==> src/core/spi_port_defs.vh <==
// constants for the serial register port: command fields, register
// addresses, register widths and write-buffer sizing
// assumes it is included by its bare name from the design file
`ifndef SPI_PORT_DEFS_VH
`define SPI_PORT_DEFS_VH

// command byte fields
`define CMD_ADDR_MSB      7
`define CMD_ADDR_LSB      3
`define CMD_READ_BIT      2
`define CMD_LAST_BIT      3'h7

// output register addresses
`define ADDR_CURRENT      5'h00
`define ADDR_VOLT_ONE     5'h01
`define ADDR_VOLT_TWO     5'h02
`define ADDR_SAMPLE_CRC   5'h03
`define ADDR_STATUS_ZERO  5'h04
`define ADDR_CNT_SNAP     5'h05

// register widths in bits
`define WIDTH_24          6'h18
`define WIDTH_16          6'h10
`define WIDTH_8           6'h08

// reset values
`define RESET_BYTE        8'h00
`define RESET_WORD        32'h0000_0000

// write buffer: address plus data byte, sixteen deep
`define WBUF_WIDTH        13
`define WBUF_DEPTH        16
`define WBUF_AW           4

`endif

==> src/core/spi_register_port.v <==
// serial register port of a three channel metering converter, plus the
// buffer that carries accepted register writes to the core
// assumes sclk, cs_n and mosi are already synchronous to ref_clk and
// that ref_clk is far faster than sclk, so edges are found by sampling
`timescale 1ns/1ps
`default_nettype none
`include "spi_port_defs.vh"

////////////////////////////////////////////////////////////////////////////
// first-in first-out buffer with a registered output stage
module wr_fifo #(
   parameter WIDTH = 13,
   parameter DEPTH = 16,
   parameter AW    = 4
)(
   // clock and reset
   input  wire             ref_clk,
   input  wire             rst,
   // filling side
   input  wire             in_valid,
   output wire             in_ready,
   input  wire [WIDTH-1:0] in_data,
   // draining side
   output reg              out_valid_q,
   input  wire             out_ready,
   output reg  [WIDTH-1:0] out_data_q
);

   reg [WIDTH-1:0] mem [0:DEPTH-1];
   reg [AW-1:0]    wr_ptr_q;
   reg [AW-1:0]    rd_ptr_q;
   reg [AW:0]      count_q;
   wire            push;
   wire            pop;

   // full is honest: stored words only, output stage counted apart
   assign in_ready = (count_q != DEPTH[AW:0]);
   assign push     = in_valid && in_ready;
   assign pop      = (count_q != {(AW+1){1'b0}})
                     && (!out_valid_q || out_ready);

   // storage array, written without reset
   always @(posedge ref_clk)
   begin
      if (push)
         mem[wr_ptr_q] <= in_data;
   end

   // pointers, fill count and output stage
   always @(posedge ref_clk)
   begin
      if (rst)
      begin
         wr_ptr_q    <= {AW{1'b0}};
         rd_ptr_q    <= {AW{1'b0}};
         count_q     <= {(AW+1){1'b0}};
         out_valid_q <= 1'b0;
         out_data_q  <= {WIDTH{1'b0}};
      end
      else
      begin
         if (push)
            wr_ptr_q <= wr_ptr_q + 1'b1;
         if (pop)
         begin
            rd_ptr_q    <= rd_ptr_q + 1'b1;
            out_data_q  <= mem[rd_ptr_q];
            out_valid_q <= 1'b1;
         end
         else if (out_ready)
            out_valid_q <= 1'b0;
         if (push && !pop)
            count_q <= count_q + 1'b1;
         else if (pop && !push)
            count_q <= count_q - 1'b1;
      end
   end

endmodule

////////////////////////////////////////////////////////////////////////////
// serial slave: command decode, single and burst reads, byte writes
module spi_register_port (
   // clock and reset
   input  wire        ref_clk,
   input  wire        rst,
   // serial pins
   input  wire        sclk,
   input  wire        cs_n,
   input  wire        mosi,
   output reg         miso_q,
   output reg         miso_oe_n_q,
   // converter side values shown through the output registers
   input  wire [23:0] current_sample,
   input  wire [23:0] voltage_one_sample,
   input  wire [23:0] voltage_two_sample,
   input  wire [15:0] sample_crc,
   input  wire [7:0]  status_zero,
   input  wire [15:0] counter_snapshot,
   // accepted register writes toward the core
   output wire        wr_valid_q,
   input  wire        wr_ready,
   output wire [4:0]  wr_addr_q,
   output wire [7:0]  wr_data_q,
   output reg         wr_drop_q
);

   localparam [1:0] ST_CMD  = 2'h0;
   localparam [1:0] ST_RD   = 2'h1;
   localparam [1:0] ST_WR   = 2'h2;
   localparam [1:0] ST_DONE = 2'h3;

   reg  [1:0]  state_q;
   reg  [1:0]  state_d;
   reg         sclk_q;
   reg  [2:0]  bit_q;
   reg  [2:0]  bit_d;
   reg  [7:0]  cmd_q;
   reg  [7:0]  cmd_d;
   reg  [4:0]  addr_q;
   reg  [4:0]  addr_d;
   reg  [31:0] shift_q;
   reg  [31:0] shift_d;
   reg  [5:0]  left_q;
   reg  [5:0]  left_d;
   reg         miso_d;
   reg         miso_oe_n_d;
   reg  [7:0]  wreg [0:31];
   reg  [4:0]  sel_addr;
   reg  [31:0] sel_value;
   reg         push;
   wire        buf_ready;
   wire        sclk_rise;
   wire        sclk_fall;
   wire [7:0]  cmd_full;

   // bit count of each address; writable bytes take the default
   function [5:0] reg_width;
      input [4:0] a;
      begin
         case (a)
            `ADDR_CURRENT:     reg_width = `WIDTH_24;
            `ADDR_VOLT_ONE:    reg_width = `WIDTH_24;
            `ADDR_VOLT_TWO:    reg_width = `WIDTH_24;
            `ADDR_SAMPLE_CRC:  reg_width = `WIDTH_16;
            `ADDR_STATUS_ZERO: reg_width = `WIDTH_8;
            `ADDR_CNT_SNAP:    reg_width = `WIDTH_16;
            default:           reg_width = `WIDTH_8;
         endcase
      end
   endfunction

   ////////////////////////////////////////////////////////////////////////
   // edge detection on the sampled serial clock
   // rising edge samples
   assign sclk_rise = sclk && !sclk_q;
   assign sclk_fall = !sclk && sclk_q;
   assign cmd_full  = {cmd_q[6:0], mosi};

   ////////////////////////////////////////////////////////////////////////
   // value to load into the output shifter, left aligned so that the
   // top bit always leaves first whatever the register width
   always @*
   begin
      sel_addr = (state_q == ST_CMD) ? cmd_full[`CMD_ADDR_MSB:`CMD_ADDR_LSB]
                                     : addr_q + 5'h01;
      case (sel_addr)
         `ADDR_CURRENT:     sel_value = {current_sample, 8'h00};
         `ADDR_VOLT_ONE:    sel_value = {voltage_one_sample, 8'h00};
         `ADDR_VOLT_TWO:    sel_value = {voltage_two_sample, 8'h00};
         `ADDR_SAMPLE_CRC:  sel_value = {sample_crc, 16'h0000};
         `ADDR_STATUS_ZERO: sel_value = {status_zero, 24'h000000};
         `ADDR_CNT_SNAP:    sel_value = {counter_snapshot, 16'h0000};
         default:           sel_value = {wreg[sel_addr], 24'h000000};
      endcase
   end

   ////////////////////////////////////////////////////////////////////////
   // transfer state machine
   always @*
   begin
      state_d     = state_q;
      bit_d       = bit_q;
      cmd_d       = cmd_q;
      addr_d      = addr_q;
      shift_d     = shift_q;
      left_d      = left_q;
      miso_d      = miso_q;
      miso_oe_n_d = miso_oe_n_q;
      push        = 1'b0;
      if (cs_n)
      begin
         state_d     = ST_CMD;
         bit_d       = 3'h0;
         miso_oe_n_d = 1'b1;
      end
      else
      begin
         case (state_q)
            ST_CMD:
            begin
               if (sclk_rise)
               begin
                  cmd_d = cmd_full;
                  bit_d = bit_q + 3'h1;
                  if (bit_q == `CMD_LAST_BIT)
                  begin
                     addr_d = cmd_full[`CMD_ADDR_MSB:`CMD_ADDR_LSB];
                     bit_d  = 3'h0;
                     if (cmd_full[`CMD_READ_BIT])
                     begin
                        state_d = ST_RD;
                        shift_d = sel_value;
                        left_d  = reg_width(sel_addr);
                     end
                     else
                        state_d = ST_WR;
                  end
               end
            end
            ST_RD:
            begin
               if (sclk_fall)
               begin
                  miso_d      = shift_q[31];
                  miso_oe_n_d = 1'b0;
                  if (left_q == 6'h01)
                  begin
                     addr_d  = sel_addr;
                     shift_d = sel_value;
                     left_d  = reg_width(sel_addr);
                  end
                  else
                  begin
                     shift_d = {shift_q[30:0], 1'b0};
                     left_d  = left_q - 6'h01;
                  end
               end
            end
            ST_WR:
            begin
               // one data byte follows the command
               if (sclk_rise)
               begin
                  cmd_d = cmd_full;
                  bit_d = bit_q + 3'h1;
                  if (bit_q == `CMD_LAST_BIT)
                  begin
                     push    = 1'b1;
                     state_d = ST_DONE;
                  end
               end
            end
            ST_DONE:
            begin
               // extra clocks after the byte are ignored until deselect
               state_d = ST_DONE;
            end
            default:
            begin
               state_d = ST_CMD;
            end
         endcase
      end
   end

   ////////////////////////////////////////////////////////////////////////
   // state registers
   always @(posedge ref_clk)
   begin
      if (rst)
      begin
         state_q     <= ST_CMD;
         sclk_q      <= 1'b1;
         bit_q       <= 3'h0;
         cmd_q       <= `RESET_BYTE;
         addr_q      <= 5'h00;
         shift_q     <= `RESET_WORD;
         left_q      <= 6'h00;
         miso_q      <= 1'b0;
         miso_oe_n_q <= 1'b1;
         wr_drop_q   <= 1'b0;
      end
      else
      begin
         state_q     <= state_d;
         sclk_q      <= sclk;
         bit_q       <= bit_d;
         cmd_q       <= cmd_d;
         addr_q      <= addr_d;
         shift_q     <= shift_d;
         left_q      <= left_d;
         miso_q      <= miso_d;
         miso_oe_n_q <= miso_oe_n_d;
         // a full buffer loses the byte; flagged for one cycle
         wr_drop_q   <= push && !buf_ready;
      end
   end

   ////////////////////////////////////////////////////////////////////////
   // writable bytes: kept locally so that reads return them, and only
   // when the buffer takes them, so the core and readback never differ
   // only a complete write lands
   always @(posedge ref_clk)
   begin
      if (push && buf_ready)
         wreg[addr_q] <= cmd_full;
   end

   ////////////////////////////////////////////////////////////////////////
   // write buffer toward the core; the core may stall it until full
   wr_fifo #(
      .WIDTH (`WBUF_WIDTH),
      .DEPTH (`WBUF_DEPTH),
      .AW    (`WBUF_AW)
   ) u_wr_fifo (
      .ref_clk     (ref_clk),
      .rst         (rst),
      .in_valid    (push),
      .in_ready    (buf_ready),
      .in_data     ({addr_q, cmd_full}),
      .out_valid_q (wr_valid_q),
      .out_ready   (wr_ready),
      .out_data_q  ({wr_addr_q, wr_data_q})
   );

endmodule
`default_nettype wire

==> config.mk <==
export PLATFORM = sky130hd
export DESIGN_NAME = spi_register_port
export DESIGN_NICKNAME = d
export VERILOG_FILES = /design/src/core/spi_register_port.v
export VERILOG_INCLUDE_DIRS = /design/src /design/src/core
export SDC_FILE = /design/constraint.sdc
export NUM_CORES = 1
export LEC_CHECK = 0
export BUFFER_PORTS_ARGS = -buffer_cell sky130_fd_sc_hd__buf_2
export CORE_AREA = 2 2 202 204
export CTS_CLUSTER_DIAMETER = 30
export DETAILED_ROUTE_END_ITERATION = 10
export DIE_AREA = 0 0 204 206
export GPL_TIMING_DRIVEN = 0
export HOLD_SLACK_MARGIN = 0.02
export MAX_ROUTING_LAYER = met4
export PLACE_DENSITY = 0.73
export SLEW_MARGIN = 25
export SYNTH_ARGS = -nofsm -noshare
export SYNTH_HDL_FRONTEND = slang
export SYNTH_SLANG_ARGS = --single-unit
==> constraint.sdc <==
create_clock -name ref_clk -period 5.6 [get_ports ref_clk]
set_input_delay 0.28 -clock ref_clk [delete_from_list [all_inputs] [get_ports ref_clk]]
set_output_delay 0.28 -clock ref_clk [all_outputs]
set_load 0.01 [all_outputs]
* Yosys cells after proc, flatten, opt, wreduce, memory -nomap -nowiden *
Memories as Yosys holds them, arrays and structs flattened. A register that Yosys moved wholly into a read port is not among the register bits.
Cells that the tools add are included.

word-level totals
  memories kept = 2
  ROM bits = 0
  RAM bits = 464
  register bits after elaboration = 73
  latch bits = 0

memories
  name           words  width  read ports  clocked after Yosys merged registers in  wr ports  line                     text
  wreg           32     8      1           0                                        1         spi_register_port.v:128  reg [7:0] wreg [0:31];
  u_wr_fifo.mem  16     13     1           1                                        1         spi_register_port.v:29   reg [WIDTH-1:0] mem [0:DEPTH-1];

cells by class
  bitwise logic cells = 1
  reduce and logical (&&, ||, !) cells = 33
  divide/modulo/power cells = 0
  muxes and demuxes = 40
  shifts and indexed selects = 0
  eq/ne operators = 18
  magnitude comparators = 0
  $mul = 0
  $add $sub $neg = 7

operator list
  kind                                                                    number
  32-bit one-hot mux with 6 select lines                                  1
  32-bit two-way mux                                                      5
  32-bit one-hot mux with 2 select lines                                  1
  5-bit two-way mux                                                       7
  6-bit two-way mux                                                       5
  5-bit one-hot mux with 2 select lines                                   2
  2-bit inequality test (second input constant)                           6
  6-bit one-hot mux with 2 select lines                                   1
  6-bit AND reduction                                                     2
  5-bit by 1-bit adder with 5-bit output (second input constant)          2
  5-bit by 2-bit equality test with 1-bit output (second input constant)  2
  5-bit by 3-bit equality test with 1-bit output (second input constant)  2
  2-bit two-way mux                                                       5
  3-bit two-way mux                                                       3
  3-bit AND reduction                                                     3
  4-bit by 1-bit adder with 4-bit output (second input constant)          2
  1-bit two-way mux                                                       8
  2-bit nonzero test                                                      4
  1-bit logical AND                                                       7
  6-bit by 1-bit equality test with 1-bit output (second input constant)  1
  1-bit logical NOT                                                       6
  2-bit one-hot mux with 3 select lines                                   1
  3-bit one-hot mux with 2 select lines                                   1
  2-bit OR reduction                                                      3
  other kinds (18)                                                        19

* Depth between registers and ports, before layout *
Gate-level depths: netlist of run 1.

  word-level depth = 10
  depth in mapped cells = 15
  depth with buffers taken out = 13

* By module *
From an unflattened synthesis of run 1, not the netlist that was laid out.

unflattened totals
  cells, all modules = 1551
  area total of the unflattened synthesis = 21687.0 µm²

modules (own cells, without submodules)
  module             times used  cells an instance  area an instance (µm²)
  spi_register_port  1           1041               12463.2
  wr_fifo            1           510                9223.8

* Least setup slack after synthesis of run 1 *
No wires, ideal clock.

  path kind = register to register
  from = reg u_wr_fifo.count_q[0]
  to = reg u_wr_fifo.count_q[4]
  path slack = 2.420 ns
  setup time = 0.070 ns
  cell stages (with the launch flop) = 15
  clock period less this slack = 3.180 ns
  buffers on the path = 2
  data arrival time = 3.110 ns
  cell sequence = dfxtp_1 -> or4_1 -> nor2_1 -> nor2b_1 -> clkbuf_1 -> clkinv_1 -> buf_1 -> ha_1 -> inv_1 -> fa_1 -> a21o_1 -> a21oi_1 -> xnor2_1 -> or3_1 -> a21oi_1

between the ends
  word-level cells in the longest chain between the ends = 5
  elaborated cells on any way between the ends = 13

ends and longest elaborated chain
  element                                                                                              line                    text
  start: declaration                                                                                   spi_register_port.v:32  reg [AW:0] count_q;
  start signal: assignment                                                                             spi_register_port.v:56  count_q <= {(AW+1){1'b0}};
  start signal: assignment                                                                             spi_register_port.v:73  count_q <= count_q + 1'b1;
  start signal: assignment                                                                             spi_register_port.v:75  count_q <= count_q - 1'b1;
  parallel branches: the longest is 5 deep, another holds 5-bit by 1-bit subtractor with 5-bit output  n/a

Several ways; the timed one is not identified. The select of a mux whose other input is x is not followed.
A chain may end at the register's enable or synchronous reset.

* Worst setup path in the final report of run 1 *
  from = reg addr_q[0]
  to = reg shift_q[29]

between the ends
  word-level cells in the longest chain between the ends = 8
  elaborated cells on any way between the ends = 16

ends and longest elaborated chain
  element                                         line                     text
  start: declaration                              spi_register_port.v:120  reg [4:0] addr_q;
  start signal: assignment                        spi_register_port.v:290  addr_q <= addr_d;
  5-bit by 1-bit adder with 5-bit output *        spi_register_port.v:166  : addr_q + 5'h01;
  5-bit two-way mux *                             spi_register_port.v:165  sel_addr = (state_q == ST_CMD) ? cmd_full[`CMD_ADDR_MSB:`CMD_ADDR_LSB]
  memory read 32 x 8 bit (tied with other cells)  n/a
  32-bit one-hot mux with 6 select lines *        spi_register_port.v:167  case (sel_addr)
  32-bit two-way mux                              spi_register_port.v:210  if (cmd_full[`CMD_READ_BIT])
  32-bit two-way mux                              spi_register_port.v:206  if (bit_q == `CMD_LAST_BIT)
  32-bit two-way mux                              spi_register_port.v:202  if (sclk_rise)
  32-bit one-hot mux with 2 select lines *        spi_register_port.v:199  case (state_q)
  end signal: assignment                          spi_register_port.v:278  shift_q <= `RESET_WORD;
  end signal: assignment                          spi_register_port.v:291  shift_q <= shift_d;
  end: declaration                                spi_register_port.v:122  reg [31:0] shift_q;

Every way passes the cells marked *; elsewhere a longest branch is shown, timed or not. The select of a mux whose other input is x is not followed.

==> summary.md, run 1 <==
| Metric | Value |
|---|---|
| Status | `complete, no violations` |
| Routed WL per cell | `25.9 um` |
| Switch Pwr | `2540 uW` |
| Post-Route Skew | `0.0290 ns` |
| Post-synth top flop | `edfxtp_1` |
| Sw Share | `0.231` |
| P_int | `8460 uW` |
| Slew Limit Fails | `0` |
| Drt first pass iters | `8` |
| Antenna violation net count after detailed routing | `0` |
| Die height | `206 um` |
| Worst Path Max Fanout | `23` |
| Worst slew pin tran | `1.10 ns` |
| TritonCTS Buffers | `92` |
| H-tree level count | `3` |
| Fillers | `2,722` |
| Area share of the largest cell type after synthesis | `0.611` |
| Pin count of the biggest net entering global routing | `44` |
| Drt first-iter violations | `2,035` |
| Initial core utilization | `0.538` |
| Crit share post-route | `0.774` |
| Routed vias/inst | `6.32` |
| Synth-to-layout area growth | `22.9%` |
| Clock slew at reported path FFs | `0.04 ns` |
| Peak VDD IR | `252 uV` |
| All-Layer GR Usage | `0.293` |
| HPWL after DPL | `37,900 um` |
| # port buffers | `132` |
| Final Hold Fails | `0` |
| Grt ovf | `0` |
| Chip Width | `204 um` |
| Mux cell area share after synthesis | `0.0967` |
| Worst path max stage delay | `0.93 ns` |
| Final setup viols | `0` |
| Max Fclk | `231 MHz` |
| First-pass GRT wire length | `88,000 um` |
| Post-route DRC violation count | `0` |
| Cells after Synth | `1,440` |
| Area of the multi-input gates | `6390 sq um` |
| Adder-Cell Fraction of Synth Area | `0.0131` |
| Asr flop ratio synth | `0` |
| Worst reg2reg setup slack | `1.26 ns` |
| Number of global-route vias before repair | `14,200` |
| Critical Path AT | `4.81 ns` |
| RSZ-0062 raised after global routing | `false` |
| Die ar. | `42,000 sq um` |
| Count leader, synth | `edfxtp_1` |
| Routed WL | `59,400 um` |
| Synth Area in Compound Gates | `0.0941` |
| Slew margin rel. | `0.245` |
| Post-synthesis cell type count | `75` |
| Power Density | `414 nW/um^2` |
| Seq pwr share | `0.388` |
| Syn Nets | `1,580` |
| Clock Path Buffers | `3` |
| Required @ worst endpoint | `6.07 ns` |
| GPL Wtd Cong | `0.945` |
| Post_cts resized | `0` |
| Synth Area in Simple Gates | `0.0827` |
| Cell mode on critical path | `a31oi_1` |
| Leak pwr | `0.00925 uW` |
| Synth area leader | `edfxtp_1` |
| XOR/XNOR Fraction of Synth Area | `0.00608` |
| Synth area leaders | `edfxtp_1, mux4_2, dfxtp_1, nand2_1, nor2_1` |
| CP Class | `flop to flop` |
| Share of layout cells above drive strength 1 | `0.274` |
| Row cnt | `74` |
| Post-synth EDFFs | `440` |
| Min-Delay Path Class | `input pin to flop` |
| Critical Path Start Type | `flop` |
| Clock share of power | `0.527` |
| Post-Syn Area per Cell | `15.0 sq um` |
| Via count | `14,500` |
| Area post-placement | `23,300 sq um` |
| Nets | `1,826` |
| Fin Setup TNS | `0 ns` |
| Slowest CP cell | `dfxtp_1` |
| Worst-skew pair later-pin latency | `0.62 ns` |
| CTS Root Cell | `clkbuf_16` |
| Crit path cell chain | `inv_1, ha_1, mux2i_1, clkbuf_1, a31oi_1, a221oi_1, o2bb2ai_1, a31oi_1` |
| Antenna violations before repair | `1` |
| Setup crit end kind | `flop` |
| Max-cap viol count | `0` |
| Combinational share of power | `0.085` |
| Sequential cell area | `14,800 sq um` |
| Final instance area | `26,600 sq um` |
| CTS tree | `built` |
| Sequential share of the synthesized area | `0.683` |
| Clk sinks | `518` |
| Main combinational cell family by area after synthesis | `multiplexers` |
| Number of I/O pins | `135` |
| Synth Cell Area | `21,600 sq um` |
| Core Area | `40,200 sq um` |
| Min cycle time layout | `4.34 ns` |
| Warnings, synthesis | `0` |
| Synthesis-stage register bit count | `518` |
| Synth cell count leaders | `edfxtp_1, nand2_1, nor2_1` |
## critical path: cells and delay by family, from the launching register on
kind            cells  cell delay, ns
compound gates      4            1.07
mux                 1            0.84
flops               1            0.93
fa+ha+maj           1            0.44
buf+inv             2            0.91
## metal layers
layer	track usage	vias up	routed length, um
met5	-	-	0
met4	0.119	0	2070
met3	0.0535	155	5580
met2	0.449	878	28600
met1	0.393	7277	23100
li1	-	6194	-
## repair_timing
item | CTS | global route
setup buffers | 0 | 0
hold buffers | 5 | 0
endpoints found under the hold margin | 4 | 0
endpoints found under the setup margin | 0 | 0
## metrics by stage
stage	power, uW	utilization	hold slack [ns]	instances	worst slack, ns
after floorplan	4950	-	0.379	1440	2.42
after global placement	5230	0.571	0.433	2104	1.10
after detailed placement	5250	0.579	0.452	2119	1.44
after CTS	11000	0.661	0.0207	2294	1.42
after global routing	11300	0.661	0.0639	2295	1.19
final	11000	0.661	0.0463	2295	1.26
## registers in the layout, summed over array words and instances (netlist names)
register	cells
wr_drop_q	1
u_wr_fifo.out_data_q	13
addr_q	5
sclk_q	1
state_q	2
u_wr_fifo.count_q	5
left_q	6
u_wr_fifo.wr_ptr_q	4
u_wr_fifo.rd_ptr_q	4
shift_q	24
u_wr_fifo.mem	208
bit_q	3
wreg	232
miso_q	1
cmd_q	7
u_wr_fifo.out_valid_q	1
miso_oe_n_q	1
## final cells by class
| class | count | share of cell area |
|---|---|---|
| buffer | 92 | 0.0178 |
| clock buffer | 101 | 0.0902 |
| antenna | 1 | 0.0000942 |
| clock inverter | 69 | 0.0324 |
| multi-input combinational | 818 | 0.240 |
| inverter | 12 | 0.00170 |
| tap | 532 | 0.0251 |
| timing repair buffer | 152 | 0.0360 |
| sequential | 518 | 0.556 |
## cell usage in the layout (no fill, tap or decap), drive strengths merged, types with 6 or more instances in the layout
cell type,instances
ha,21
a211oi,45
nand3b,6
a21oi,48
and3,21
or3,7
xor2,11
mux2i,37
o21ai,27
a22oi,48
buf,201
edfxtp,440
dfxtp,78
a31oi,11
clkinv,35
a222oi,11
a221oi,13
nand3,31
a311oi,10
nand2,172
bufinv,16
mux4,74
nor2,105
o22ai,7
clkbuf,139
o21a,6
a22o,11
nor3,21
inv,22
clkinvlp,8
## power groups by stage
stage	registers, uW	logic (uW)	clock network [uW]
after global placement	4340	896	0
final	4270	935	5800
after CTS	4270	941	5820
after detailed placement	4340	913	0
after global routing	4270	1020	6010
after floorplan	4350	602	0
## cells by family (layout without fill, tap and decap cells)
| group | count (synthesis) | after routing |
|---|---|---|
| muxes | 115 | 115 |
| DFF | 518 | 518 |
| other | 0 | 1 |
| AOI/OAI and AO/OA | 275 | 275 |
| xor gates and xnor gates | 15 | 15 |
| and+or+nand+nor | 391 | 391 |
| adders and majority gates | 22 | 22 |
| buffers and inverters | 104 | 426 |
## final timing paths
kind | start | endpoint | cells past startpoint
max | addr_q[0] | shift_q[29] | 8
max reg2reg | addr_q[0] | shift_q[29] | 8
min | voltage_one_sample[21] | shift_q[29] | 3
min reg2reg | u_wr_fifo.out_data_q[12] | u_wr_fifo.out_data_q[12] | 2
No activity file was read; power rests on OpenSTA's default activity.
==> run 2, diff against run 1 <==
Clock period 5.6 ns to 4 ns, I/O delays scaled along.
==> run 2 against run 1 <==
Compared with the run above: non-clock buffer count up 32; critical path depth unchanged; hold slack worse by 0.033 ns; largest power group unchanged; cell count up 1.4%; clock skew up 0.0065 ns.
==> summary.md, run 2 (synthesized netlist as in run 1, its figures left out) <==
| Metric | Value |
|---|---|
| Die height | `206 um` |
| Max-cap viol count | `0` |
| First-pass GRT wire length | `89,500 um` |
| Combinational share of power | `0.089` |
| H-tree level count | `3` |
| Critical Path AT | `4.37 ns` |
| Top Registers | `wreg (232), u_wr_fifo.mem (208), shift_q (24)` |
| GPL Wtd Cong | `0.945` |
| Crit path cell chain | `inv_1, ha_1, mux2i_2, clkbuf_1, a31oi_1, a221oi_1, o2bb2ai_1, a31oi_1` |
| Min-Delay Path Class | `input pin to flop` |
| Peak VDD IR | `352 uV` |
| CP Class | `flop to flop` |
| Drt first pass iters | `6` |
| Worst path bufs/invs | `2` |
| Power Density | `575 nW/um^2` |
| Drt first-iter violations | `2,061` |
| Post-Route Skew | `0.0355 ns` |
| Clock Path Buffers | `3` |
| Setup crit end kind | `flop` |
| Max reg flops | `232` |
| Pre-CTS setup slack | `-0.161 ns` |
| Final setup viols | `0` |
| Number of I/O pins | `135` |
| Largest reg by FF count | `wreg` |
| CTS Root Cell | `clkbuf_16` |
| Share of layout cells above drive strength 1 | `0.270` |
| Initial core utilization | `0.538` |
| Clock slew at reported path FFs | `0.05 ns` |
| CTS tree | `built` |
| Slowest CP cell | `dfxtp_1` |
| Cell mode on critical path | `a31oi_1` |
| Switch Pwr | `3580 uW` |
| Commonest cells after routing, fill and taps aside | `edfxtp_1, nand2_1, buf_2, clkbuf_16, nor2_1` |
| Worst path max stage delay | `0.82 ns` |
| Chip Width | `204 um` |
| All-Layer GR Usage | `0.298` |
| P_int | `11,900 uW` |
| Routed WL | `60,500 um` |
| TritonCTS Buffers | `92` |
| Slew margin rel. | `0.296` |
| Largest delay share family, worst path | `compound AO/OA/AOI/OAI gates` |
| Required @ worst endpoint | `4.47 ns` |
| Design Power | `15,500 uW` |
| Slew Limit Fails | `0` |
| RSZ-0062 raised after global routing | `false` |
| Worst-skew pair later-pin latency | `0.63 ns` |
| Antenna violation net count after detailed routing | `0` |
| Critical Path Start Type | `flop` |
| Routed vias/inst | `6.37` |
| Sw Share | `0.232` |
| Worst slew pin tran | `1.05 ns` |
| HPWL after DPL | `37,900 um` |
| Synth-to-layout area growth | `24.5%` |
| Commonest non-fill, non-tap cell in the layout | `edfxtp_1` |
| Routed WL per cell | `26.0 um` |
| Antenna violations before repair | `1` |
| Row cnt | `74` |
| Final WS setup | `0.0958 ns` |
| Nets | `1,858` |
| Pin count of the biggest net entering global routing | `44` |
| Worst Path Max Fanout | `21` |
| Status | `complete, no violations` |
| Max Fclk | `256 MHz` |
| Grt ovf | `0` |
| Clock share of power | `0.525` |
| Via count | `14,800` |
| Leak pwr | `0.00937 uW` |
| Final Hold Fails | `0` |
| Seq pwr share | `0.386` |
| Number of global-route vias before repair | `14,600` |
| Core Area | `40,200 sq um` |
| Clk sinks | `518` |
| Die ar. | `42,000 sq um` |
| # port buffers | `132` |
| Post-route DRC violation count | `0` |
| Min cycle time layout | `3.90 ns` |
| Crit share post-route | `0.976` |
==> run 2: layer usage <==
layer	wire length, um	global-route usage	vias up
met5	0	-	-
met4	2520	0.138	0
met3	6190	0.0629	202
met2	29000	0.452	973
met1	22800	0.389	7380
li1	-	-	6274
==> run 2: cell type report <==
type / instances / area, sq um
multi-input cells: 818 / 6390
repair buffers: 185 / 1290
fillers: 2670 / 13300
flip-flops and latches: 518 / 14800
diodes: 1 / 2.50
inverters: 12 / 45.0
plain buffers: 91 / 469
clock inverters: 69 / 860
well taps: 532 / 666
clock buffers: 101 / 2400
==> run 2: repair_timing <==
item,CTS,global route
setup endpoints to repair,3,9
endpoints found under the hold margin,21,0
gates resized for setup,1,2
hold buffers,38,0
setup buffers,0,0
==> run 2: final timing paths <==
check | from | endpoint | slack (ns) | depth (start not counted)
min | status_zero[2] | shift_q[26] | 0.01 | 3
min reg2reg | u_wr_fifo.out_data_q[12] | u_wr_fifo.out_data_q[12] | 0.45 | 2
max reg2reg | addr_q[1] | shift_q[29] | 0.1 | 8
max | addr_q[1] | shift_q[29] | 0.1 | 8
==> run 2: per-stage QoR <==
step | instance area [sq um] | hold slack, ns | setup TNS (ns) | cells | utilization
finish | 26900 | 0.0137 | 0 | 2327 | 0.670
global route | 26900 | 0.0269 | 0 | 2327 | 0.670
CTS | 26900 | 0.0215 | 0 | 2327 | 0.669
detailed placement | 23300 | 0.444 | -0.161 | 2119 | 0.579
global placement | 22900 | 0.433 | -19.92 | 2104 | 0.571
floorplan | 21600 | 0.299 | 0 | 1440 | -
==> run 2: power by group through the flow <==
| stage | clock network, uW | registers, uW | logic (uW) |
|---|---|---|---|
| 6_report | 8120 | 5970 | 1380 |
| 5_1_grt | 8420 | 5980 | 1500 |
| 4_1_cts | 8150 | 5970 | 1380 |
| 3_5_place_dp | 0 | 6070 | 1320 |
| 3_3_place_gp | 0 | 6070 | 1290 |
| 2_1_floorplan | 0 | 6090 | 876 |
==> run 2: tightest hold or removal path: cells and delay by family <==
kind,cells,cell delay [ns]
buffers and inverters,1,0.10
AOI/OAI and AO/OA,2,0.26
